==> src/logic/apd_pkg.sv <==
// Constants and types of the analog power-down configuration bank
package apd_pkg;

    localparam int unsigned ADDR_W = 12;
    localparam int unsigned DATA_W = 32;

    // Register byte offsets
    localparam logic [11:0] OFS_DEEP_SLEEP_CFG = 12'h600;
    localparam logic [11:0] OFS_RUN_CFG        = 12'h610;
    localparam logic [11:0] OFS_RUN_CFG_SET    = 12'h620;
    localparam logic [11:0] OFS_RUN_CFG_CLEAR  = 12'h630;
    localparam logic [11:0] OFS_ACTIVE_STATE   = 12'h640;

    // Field positions, shared by run and deep-sleep layouts
    localparam int unsigned POS_INTERNAL_OSC  = 4;
    localparam int unsigned POS_TEMP_SENSOR   = 6;
    localparam int unsigned POS_BROWNOUT_RST  = 7;
    localparam int unsigned POS_BROWNOUT_IRQ  = 8;
    localparam int unsigned POS_CONVERTER     = 10;
    localparam int unsigned POS_RAM_BANK_A    = 13;
    localparam int unsigned POS_RAM_BANK_B    = 14;
    localparam int unsigned POS_RAM_BANK_C    = 15;
    localparam int unsigned POS_RAM_BANK_X    = 16;
    localparam int unsigned POS_BOOT_ROM      = 17;
    localparam int unsigned POS_CONV_SUPPLY   = 19;
    localparam int unsigned POS_WATCHDOG_OSC  = 20;
    localparam int unsigned POS_USB_PINS      = 21;
    localparam int unsigned POS_MAIN_PLL      = 22;
    localparam int unsigned POS_CONV_REF      = 23;
    localparam int unsigned POS_STATE_DEEP    = 31;

    // Implemented bits of the run layout
    localparam logic [31:0] IMPL_MASK        = 32'h00FB_E5D0;
    // Reset values
    localparam logic [31:0] RUN_CFG_RESET    = 32'h00F8_0540;
    localparam logic [31:0] DEEP_CFG_RESET   = 32'h02F8_0540;
    localparam logic [31:0] ZERO_WORD        = 32'h0000_0000;

    // Register selected by a bus address
    typedef enum logic [2:0] {
        REG_NONE,
        REG_DEEP_SLEEP_CFG,
        REG_RUN_CFG,
        REG_RUN_CFG_SET,
        REG_RUN_CFG_CLEAR,
        REG_ACTIVE_STATE
    } apd_reg_t;

endpackage : apd_pkg

==> src/logic/apd_cfg_if.sv <==
// Configuration words passed from the register file to the output selector
`timescale 1ns/1ps
interface apd_cfg_if;
    logic [31:0] run_cfg;
    logic [31:0] deep_cfg;
    logic        deep_sleep;
    logic [31:0] active_cfg;

    modport regs (
        output run_cfg,
        output deep_cfg,
        output deep_sleep,
        input  active_cfg
    );

    modport sel (
        input  run_cfg,
        input  deep_cfg,
        input  deep_sleep,
        output active_cfg
    );
endinterface : apd_cfg_if

==> src/logic/apd_top.sv <==
// Analog power-down configuration register bank
`timescale 1ns/1ps
module apd_top (
    // Clock, reset, enable
    input  wire logic        CLK_IN,
    input  wire logic        RST_IN,
    input  wire logic        CE_IN,

    // Register port
    input  wire logic [11:0] ADDR_IN,
    input  wire logic [31:0] WDATA_IN,
    input  wire logic        WR_IN,
    input  wire logic        RD_IN,
    output logic      [31:0] RDATA_OUT,

    // Processor mode
    input  wire logic        DEEP_SLEEP_IN,

    // Power-down levels, high means powered down
    output logic             INTERNAL_OSC_OFF_OUT,
    output logic             TEMP_SENSOR_OFF_OUT,
    output logic             BROWNOUT_RESET_OFF_OUT,
    output logic             BROWNOUT_IRQ_OFF_OUT,
    output logic             CONVERTER_OFF_OUT,
    output logic             RAM_BANK_A_OFF_OUT,
    output logic             RAM_BANK_B_OFF_OUT,
    output logic             RAM_BANK_C_OFF_OUT,
    output logic             RAM_BANK_X_OFF_OUT,
    output logic             BOOT_ROM_OFF_OUT,
    output logic             CONVERTER_SUPPLY_OFF_OUT,
    output logic             WATCHDOG_OSC_OFF_OUT,
    output logic             USB_PINS_OFF_OUT,
    output logic             MAIN_PLL_OFF_OUT,
    output logic             CONVERTER_REFERENCE_OFF_OUT,

    // Whole word in force, and converter readiness
    output logic      [31:0] POWER_DOWN_OUT,
    output logic             CONVERTER_READY_OUT
);

    // Address decode
    function automatic apd_pkg::apd_reg_t decode_addr(input logic [11:0] addr);
        apd_pkg::apd_reg_t sel;
        sel = apd_pkg::REG_NONE;
        unique case (addr)
            apd_pkg::OFS_DEEP_SLEEP_CFG: sel = apd_pkg::REG_DEEP_SLEEP_CFG;
            apd_pkg::OFS_RUN_CFG:        sel = apd_pkg::REG_RUN_CFG;
            apd_pkg::OFS_RUN_CFG_SET:    sel = apd_pkg::REG_RUN_CFG_SET;
            apd_pkg::OFS_RUN_CFG_CLEAR:  sel = apd_pkg::REG_RUN_CFG_CLEAR;
            apd_pkg::OFS_ACTIVE_STATE:   sel = apd_pkg::REG_ACTIVE_STATE;
            default:                     sel = apd_pkg::REG_NONE;
        endcase
        return sel;
    endfunction : decode_addr

    // Converter may run only with core, supply and reference all powered
    function automatic logic conv_ready(input logic [31:0] word);
        logic ready;
        ready = ~word[apd_pkg::POS_CONVERTER]
              & ~word[apd_pkg::POS_CONV_SUPPLY]
              & ~word[apd_pkg::POS_CONV_REF];
        return ready;
    endfunction : conv_ready

    // Keep only the implemented positions of the run layout
    function automatic logic [31:0] impl_bits(input logic [31:0] word);
        logic [31:0] kept;
        kept = word & apd_pkg::IMPL_MASK;
        return kept;
    endfunction : impl_bits

    // Word in force for the processor mode, as the selector forms it
    function automatic logic [31:0] mode_word(
        input logic [31:0] run,
        input logic [31:0] deep,
        input logic        asleep
    );
        logic [31:0] word;
        if (asleep)
        begin
            word = impl_bits(deep);
        end
        else
        begin
            word = impl_bits(run);
        end
        return word;
    endfunction : mode_word

    // Active-state readback: word in force, mode flag on top
    function automatic logic [31:0] state_word(
        input logic [31:0] word,
        input logic        asleep
    );
        logic [31:0] res;
        res = word;
        res[apd_pkg::POS_STATE_DEEP] = asleep;
        return res;
    endfunction : state_word

    // Internal signals
    apd_cfg_if              cfg_bus ();
    apd_pkg::apd_reg_t      wr_sel;
    apd_pkg::apd_reg_t      rd_sel;
    logic                   wr_en;
    logic                   rd_en;
    logic [31:0]            run_cfg_r;
    logic [31:0]            run_cfg_nxt;
    logic [31:0]            deep_cfg_r;
    logic [31:0]            deep_cfg_nxt;
    logic                   deep_sleep_r;
    logic [31:0]            rdata_r;
    logic [31:0]            rdata_nxt;
    logic [31:0]            active_word;
    logic                   ready_r;
    logic                   ready_nxt;

    assign wr_en  = WR_IN & CE_IN;
    assign rd_en  = RD_IN & CE_IN;
    assign wr_sel = decode_addr(ADDR_IN);
    assign rd_sel = wr_sel;

    // Run word update: direct write, set or clear
    always_comb
    begin
        run_cfg_nxt = run_cfg_r;
        if (wr_en)
        begin
            unique case (wr_sel)
                apd_pkg::REG_RUN_CFG:
                begin
                    run_cfg_nxt = impl_bits(WDATA_IN);
                end
                apd_pkg::REG_RUN_CFG_SET:
                begin
                    run_cfg_nxt = run_cfg_r | impl_bits(WDATA_IN);
                end
                apd_pkg::REG_RUN_CFG_CLEAR:
                begin
                    run_cfg_nxt = run_cfg_r & ~impl_bits(WDATA_IN);
                end
                default:
                begin
                    run_cfg_nxt = run_cfg_r;
                end
            endcase
        end
    end

    // Run word; reset holds each block's documented start state
    always_ff @(posedge CLK_IN)
    begin
        if (RST_IN)
        begin
            run_cfg_r <= apd_pkg::RUN_CFG_RESET;
        end
        else if (CE_IN)
        begin
            run_cfg_r <= run_cfg_nxt;
        end
    end

    // Deep-sleep word, all bits stored as written
    always_comb
    begin
        deep_cfg_nxt = deep_cfg_r;
        if (wr_en && (wr_sel == apd_pkg::REG_DEEP_SLEEP_CFG))
        begin
            deep_cfg_nxt = WDATA_IN;
        end
    end

    always_ff @(posedge CLK_IN)
    begin
        if (RST_IN)
        begin
            deep_cfg_r <= apd_pkg::DEEP_CFG_RESET;
        end
        else if (CE_IN)
        begin
            deep_cfg_r <= deep_cfg_nxt;
        end
    end

    // Processor mode, registered once
    always_ff @(posedge CLK_IN)
    begin
        if (RST_IN)
        begin
            deep_sleep_r <= 1'b0;
        end
        else if (CE_IN)
        begin
            deep_sleep_r <= DEEP_SLEEP_IN;
        end
    end

    // Read mux
    always_comb
    begin
        rdata_nxt = apd_pkg::ZERO_WORD;
        unique case (rd_sel)
            apd_pkg::REG_DEEP_SLEEP_CFG:
            begin
                rdata_nxt = deep_cfg_r;
            end
            apd_pkg::REG_RUN_CFG:
            begin
                rdata_nxt = run_cfg_r;
            end
            apd_pkg::REG_RUN_CFG_SET:
            begin
                rdata_nxt = apd_pkg::ZERO_WORD;
            end
            apd_pkg::REG_RUN_CFG_CLEAR:
            begin
                rdata_nxt = apd_pkg::ZERO_WORD;
            end
            apd_pkg::REG_ACTIVE_STATE:
            begin
                rdata_nxt = state_word(active_word, deep_sleep_r);
            end
            default:
            begin
                rdata_nxt = apd_pkg::ZERO_WORD;
            end
        endcase
    end

    // Read data valid only in the cycle after the strobe
    always_ff @(posedge CLK_IN)
    begin
        if (RST_IN)
        begin
            rdata_r <= apd_pkg::ZERO_WORD;
        end
        else if (CE_IN)
        begin
            if (rd_en)
            begin
                rdata_r <= rdata_nxt;
            end
            else
            begin
                rdata_r <= apd_pkg::ZERO_WORD;
            end
        end
    end

    assign RDATA_OUT = rdata_r;

    // Mode-dependent word selection
    assign cfg_bus.run_cfg    = run_cfg_r;
    assign cfg_bus.deep_cfg   = deep_cfg_r;
    assign cfg_bus.deep_sleep = deep_sleep_r;
    assign active_word        = cfg_bus.active_cfg;

    apd_sel u_sel (
        .clk_in (CLK_IN),
        .rst_in (RST_IN),
        .ce_in  (CE_IN),
        .cfg    (cfg_bus.sel)
    );

    // Readiness registered beside the selector's word, so both move together
    assign ready_nxt = conv_ready(mode_word(run_cfg_r, deep_cfg_r, deep_sleep_r));

    always_ff @(posedge CLK_IN)
    begin
        if (RST_IN)
        begin
            ready_r <= conv_ready(apd_pkg::RUN_CFG_RESET);
        end
        else if (CE_IN)
        begin
            ready_r <= ready_nxt;
        end
    end

    // Per-block levels from the word in force
    assign INTERNAL_OSC_OFF_OUT        = active_word[apd_pkg::POS_INTERNAL_OSC];
    assign TEMP_SENSOR_OFF_OUT         = active_word[apd_pkg::POS_TEMP_SENSOR];
    assign BROWNOUT_RESET_OFF_OUT      = active_word[apd_pkg::POS_BROWNOUT_RST];
    assign BROWNOUT_IRQ_OFF_OUT        = active_word[apd_pkg::POS_BROWNOUT_IRQ];
    assign CONVERTER_OFF_OUT           = active_word[apd_pkg::POS_CONVERTER];
    assign RAM_BANK_A_OFF_OUT          = active_word[apd_pkg::POS_RAM_BANK_A];
    assign RAM_BANK_B_OFF_OUT          = active_word[apd_pkg::POS_RAM_BANK_B];
    assign RAM_BANK_C_OFF_OUT          = active_word[apd_pkg::POS_RAM_BANK_C];
    assign RAM_BANK_X_OFF_OUT          = active_word[apd_pkg::POS_RAM_BANK_X];
    assign BOOT_ROM_OFF_OUT            = active_word[apd_pkg::POS_BOOT_ROM];
    assign CONVERTER_SUPPLY_OFF_OUT    = active_word[apd_pkg::POS_CONV_SUPPLY];
    assign WATCHDOG_OSC_OFF_OUT        = active_word[apd_pkg::POS_WATCHDOG_OSC];
    assign USB_PINS_OFF_OUT            = active_word[apd_pkg::POS_USB_PINS];
    assign MAIN_PLL_OFF_OUT            = active_word[apd_pkg::POS_MAIN_PLL];
    assign CONVERTER_REFERENCE_OFF_OUT = active_word[apd_pkg::POS_CONV_REF];
    assign POWER_DOWN_OUT              = active_word;
    assign CONVERTER_READY_OUT         = ready_r;

endmodule : apd_top

==> src/logic/apd_sel.sv <==
// Selector that registers the power-down word in force for the mode
`timescale 1ns/1ps
module apd_sel (
    // Clock, reset, enable
    input  wire logic clk_in,
    input  wire logic rst_in,
    input  wire logic ce_in,
    // Configuration words
    apd_cfg_if.sel    cfg
);

    logic [31:0] active_r;
    logic [31:0] active_nxt;

    // Deep sleep replaces the run word; wake returns to it
    always_comb
    begin
        if (cfg.deep_sleep)
        begin
            active_nxt = cfg.deep_cfg & apd_pkg::IMPL_MASK;
        end
        else
        begin
            active_nxt = cfg.run_cfg & apd_pkg::IMPL_MASK;
        end
    end

    always_ff @(posedge clk_in)
    begin
        if (rst_in)
        begin
            active_r <= apd_pkg::RUN_CFG_RESET;
        end
        else if (ce_in)
        begin
            active_r <= active_nxt;
        end
    end

    assign cfg.active_cfg = active_r;

endmodule : apd_sel

==> config.mk <==
export PLATFORM = sky130hd
export DESIGN_NAME = apd_top
export DESIGN_NICKNAME = d
export VERILOG_FILES = /design/src/logic/apd_pkg.sv /design/src/logic/apd_cfg_if.sv /design/src/logic/apd_top.sv /design/src/logic/apd_sel.sv
export SDC_FILE = /design/constraint.sdc
export NUM_CORES = 1
export LEC_CHECK = 0
export BUFFER_PORTS_ARGS = -buffer_cell sky130_fd_sc_hd__buf_2
export CAP_MARGIN = 20
export CORE_ASPECT_RATIO = 0.6
export CORE_MARGIN = 1.5
export CORE_UTILIZATION = 55
export CTS_CLUSTER_DIAMETER = 80
export DETAILED_ROUTE_END_ITERATION = 10
export GPL_TIMING_DRIVEN = 0
export PLACE_DENSITY_LB_ADDON = 0.08
export SLEW_MARGIN = 5
export SYNTH_ARGS = -nofsm -noshare
export SYNTH_HDL_FRONTEND = slang
export SYNTH_SLANG_ARGS = --single-unit
==> constraint.sdc <==
create_clock -name CLK_IN -period 3.4 [get_ports CLK_IN]
set_input_delay 0.17 -clock CLK_IN [delete_from_list [all_inputs] [get_ports CLK_IN]]
set_output_delay 0.17 -clock CLK_IN [all_outputs]
set_load 0.005 [all_outputs]
; Yosys cells after proc, flatten, opt, wreduce, memory -nomap -nowiden
; Index checks and enable logic that the tools add are counted.
[word_totals]
latchBits = 0
output_inout_bits = 80
memories = 0
reg_bits = 130
ramBits = 0
mem_bits_ro = 0
wordCells = 35
[classes]
eq_ne = 10
mux = 5
n_div = 0
add_sub_neg = 0
n_bitwise = 10
multipliers = 0
n_lt_le_gt_ge = 0
n_shift = 0
n_reduce_logical = 4
[ops]
columns = operator, n
row1 = case mux 32 bit (3 select lines), 2
row2 = equality test 12 x 11 -> 1 bit (second input constant), 5
row3 = bitwise AND 32 bit, 1
row4 = 2-to-1 mux 32 bit, 1
row5 = inverter 24 -> 32 bit, 1
row6 = bitwise OR 32 x 24 -> 32 bit, 1
row7 = 2-to-1 mux 24 bit, 1
row8 = case mux 3 bit (5 select lines), 1
row9 = equality test 3 x 2 -> 1 bit (second input constant), 2
row10 = equality test 3 bit (second input constant), 2
row11 = bitwise AND 1 bit, 4
row12 = equality test 3 x 1 -> 1 bit (second input constant), 1
row13 = inverter 1 bit, 3
row14 = AND reduction 3 bit, 1
row15 = nonzero test 3 bit, 1
row16 = AND reduction 2 bit, 1
row17 = logical AND 1 bit, 1

; Logic depth before layout (Yosys ltp)
[logic_depth]
depth_word = 5
mapped_depth = 7
depth_no_buf = 4

; By module
; A second synthesis with hierarchy kept.
[hier_totals]
hier_cells = 517
hier_area_um2 = 4493.1
[by_module_without_submodules]
columns = mod, instances, seq_area_each_um2, area_per_inst_um2, cells_each
row1 = apd_top, 1, 1621.6, 3697.3, 432
row2 = apd_sel, 1, 300.3, 795.8, 85

; Worst setup path after synthesis
; No wires, ideal clock.
[synth_timing]
kind = input port to flip-flop
from = input ADDR_IN[3]
to = register deep_cfg_r[23] (netlist: cfg_bus.deep_cfg[23])
setup_slack_ps = 1590
stages = 6
setup_ps = 137
arrival_time_ps = 1673
required_time_ps = 3263
path_cell_list = or4_4 -> or4_1 -> clkbuf_1 -> buf_2 -> nand2_1 -> nand3_1
[synth_via]
elab_chain_cells = 5
[synth_rtl]
columns = item, line_no
row1 = from (decl), apd_top.sv:10  ; input wire logic [11:0] ADDR_IN,
row2 = equality test 12 x 11 -> 1 bit, apd_top.sv:45  ; unique case (addr)
row3 = case mux 3 bit (5 select lines) *, apd_top.sv:45
row4 = equality test 3 x 1 -> 1 bit *, apd_top.sv:167  ; if (wr_en && (wr_sel == apd_pkg::REG_DEEP_SLEEP_CFG))
row5 = logical AND 1 bit *, apd_top.sv:167
row6 = AND reduction 2 bit (no line) *, --
row7 = to (signal assigned), apd_top.sv:177  ; deep_cfg_r <= apd_pkg::DEEP_CFG_RESET;
row8 = to (signal assigned), apd_top.sv:181  ; deep_cfg_r <= deep_cfg_nxt;
row9 = to (decl), apd_top.sv:109  ; logic [31:0] deep_cfg_r;
; Every way passes the cells marked *; elsewhere a longest branch is shown, timed or not.
; A chain may end at the register's enable or synchronous reset.

; Final worst setup path
[layout_timing]
from = input CE_IN
to = register deep_cfg_r[30] (netlist: cfg_bus.deep_cfg[30])
[layout_via]
elab_chain_cells = 3
[layout_rtl]
columns = item, line_no
row1 = from (decl), apd_top.sv:7  ; input wire logic CE_IN,
row2 = bitwise AND 1 bit, apd_top.sv:118  ; assign wr_en = WR_IN & CE_IN;
row3 = logical AND 1 bit, apd_top.sv:167
row4 = AND reduction 2 bit (no line) *, --
; Marks and branches as above.

==> reports/metrics.cfg <==
[timing]
setup_viol=0
report.final.slew_viol_count=0
final_period_minus_worst_setup_slack_ns=2.033
worst-slew-pin-transition_ns=0.9608
setup-tns-final_ns=0
max-slew-margin-rel=0.3545
post-route-worst-setup-slack_ns=1.367
setup_repair_after_global_routing_missed_its_margin=false
timing_hold_violations_final=0
timing.clock.skew_ns=0.006853
hold_slack_ns=0.04917
timing.final.crit_share=0.5980
timing.fmax_mhz=491.8

[power]
pwr-share-seq=0.490
comb_power_share=0.072
design_power_total_mw=2.314
power.density_mw_per_mm2=445.7
internal-power_mw=1.787
power.ir.vdd_worst_mv=0.3493
total_switching_power_uw=526.7
pwr-share-clk=0.438
total_leakage_power_nw=2.124
power.switching_fraction=0.2276

[cells_and_area]
leading_cell_type_in_the_layout_fill_and_taps_excluded=sky130_fd_sc_hd__buf_2
fill_cells=581
layout.cells.most_common_list=sky130_fd_sc_hd__buf_2 (120), sky130_fd_sc_hd__nand2_1 (98), sky130_fd_sc_hd__dfxtp_1 (96), sky130_fd_sc_hd__o21ai_0 (36), sky130_fd_sc_hd__buf_4 (32)
stdcell_count=713
layout.nets=654
layout-area-overhead-vs-synth_pct=25.35
drive_gt1_frac=0.3136
antenna_cells=0

[critical_path]
crit_path_start_kind=input pin
required_ns=3.67
crit_type=in2reg
crit_path_capture_type=flop
worstPathMaxFanout=10
worst_ep_arrival_time_ns=2.30

[grt]
groute.usage.overall=0.2843
antenna_found_initial=0
grt_start_max_net_pins=16
gr-total-overflow=0
grt_pass1_vias=3572
grt_first_pass_wirelength_mm=17.64

[yosys]
netlist.top_cell.by_area=sky130_fd_sc_hd__dfxtp_1
synth_flop_cell=sky130_fd_sc_hd__dfxtp_1
synth_edf_count=0
main_area_contributors_after_synthesis=sky130_fd_sc_hd__dfxtp_1 (46%), sky130_fd_sc_hd__nand2_1 (8.9%), sky130_fd_sc_hd__buf_4 (5.8%), sky130_fd_sc_hd__o21ai_0 (4.4%), sky130_fd_sc_hd__mux2_2 (4.4%)
count_of_cell_types_in_the_netlist=35
ys_warn_count=0
syn_inst=465
synth_top_area_share=0.4640
ys_seq_elements=96
syn_area_mm2=0.004141
async_s_r_ff_share_synth=0
synthesis.area_per_instance_um2=8.906
synth-seq-area-share=0.4640

[cts]
cts_repair_resize_count=0
htree_levels=3
cts.sink_count=96
cts_inserted_buffers=9
cts_tree=built
clkLatencyLatePin_ns=0.35
root_buffer=sky130_fd_sc_hd__clkbuf_16
worst_setup_hold_path_clk_slew_ns=0.06
cts_max_path_buffers=2
ctsHoldBuffers=0
postCtsSetupRepairBufs=0

[routing]
avgRoutedWirePerCell_um=15.60
route.detailed.vias_per_inst=5.470
final_antenna_net_count=0
drcViolationCount=0
dr_total_vias=3900
dr.first_iter.drc_count=359
drt_pass1_iterations=5
postRouteWirelength_mm=11.13

[floorplanning]
num_rows=24
initial_utilization=0.5699
die_area_mm2=0.008076
floorplan.io_pins=130
fp.dieW_um=115.0
floorplan.die.height_um=70.22
core_region_area_mm2=0.007267

[placed_design]
detailedPlace.worstSlack_ns=1.119
dpl.cell_count=697
detailedPlacementHpwl_mm=8.310
globalplace.congestion=0.9045
buffer_ports.inserted=112

[min_path]
hold_class=in2reg

[job]
max_capacitance_violation_total=0

[status]
outcome=completed

==> synth_stat cells (all sizes together) (2+ instances only) <==
library cell and count:
dfxtp 96, nor3 3, clkbuf 23, nand2 98, o21ai 46, a21oi 31, a22o 16, or2 2
nor2 11, mux2i 16, nand3 9, nor4 6, mux2 16, a22oi 15, buf 40, or4 3
a211oi 15, a221o 8
==> power by group through the flow <==
stage / Sequential, mW / Combinational [mW] / Clock [mW]
after CTS: 1.13 / 0.163 / 1.02
final: 1.13 / 0.166 / 1.01
after detailed placement: 1.16 / 0.162 / 0
after global placement: 1.16 / 0.159 / 0
after global routing: 1.13 / 0.181 / 1.07
after floorplan: 1.16 / 0.0928 / 0
==> path summary, 6_finish.rpt <==
path / startpoint / endpoint / slack [ns] / cells after the start
worst min-delay path: WDATA_IN[25] / cfg_bus.deep_cfg[25] / 0.05 / 3
worst max register to register: cfg_bus.deep_sleep / u_sel.cfg.active_cfg[22] / 1.38 / 6
worst min register to register: RDATA_OUT[19] / RDATA_OUT[19] / 0.45 / 2
worst max-delay path: CE_IN / cfg_bus.deep_cfg[30] / 1.37 / 7
==> layer usage <==
layer  vias up  part of all wire  GRT usage
li1       1885                 -          -
met1      1838              0.49     0.4175
met2       166              0.42     0.4067
met3        11             0.081    0.08594
met4         0            0.0075    0.06996
met5         -                 0          0
==> registers in the layout, indices dropped and copies added (netlist names) <==
register,cells
u_sel.cfg.active_cfg,15
RDATA_OUT,32
CONVERTER_READY_OUT,1
cfg_bus.deep_cfg,32
cfg_bus.deep_sleep,1
cfg_bus.run_cfg,15
==> area by class of cell <==
type	instances	area, um^2	area share
Timing Repair Buffer	112	560.5	0.1080
Buffer	63	366.6	0.07062
Clock buffer	11	242.7	0.04676
Inverter	2	7.507	0.001446
Multi-Input combinational cell	320	1906	0.3671
Sequential cell	96	1922	0.3702
Tap cell	104	130.1	0.02507
Clock inverter	5	56.30	0.01085
==> metrics by stage <==
stage / instance area (um^2) / util
after floorplan: 4202 / -
after global placement: 4892 / 0.6732
after detailed placement: 4892 / 0.6732
after CTS: 5191 / 0.7144
after global routing: 5191 / 0.7144
final: 5191 / 0.7144
==> worst max-delay path, stage by stage <==
cell and delay [ns]:
sky130_fd_sc_hd__buf_2 0.10, sky130_fd_sc_hd__clkbuf_1 0.42, sky130_fd_sc_hd__nand2_1 0.40, sky130_fd_sc_hd__nor4_2 0.57
sky130_fd_sc_hd__clkbuf_1 0.40, sky130_fd_sc_hd__nand2_1 0.10, sky130_fd_sc_hd__a21oi_1 0.14
==> cell families (layout without fill, tap and decap cells) <==
family                    Yosys count  count (layout)  share of synthesized area
AOI/OAI and AO/OA                 134             134                     0.2079
muxes                              32              32                    0.08217
buffers and inverters              65             193                    0.09033
other                               1              17                  0.0009055
xor gates and xnor gates            1               1                   0.002115
and+or+nand+nor                   136             136                     0.1526
DFF                                96              96                     0.4640
No activity file was read; power rests on OpenSTA's default activity.
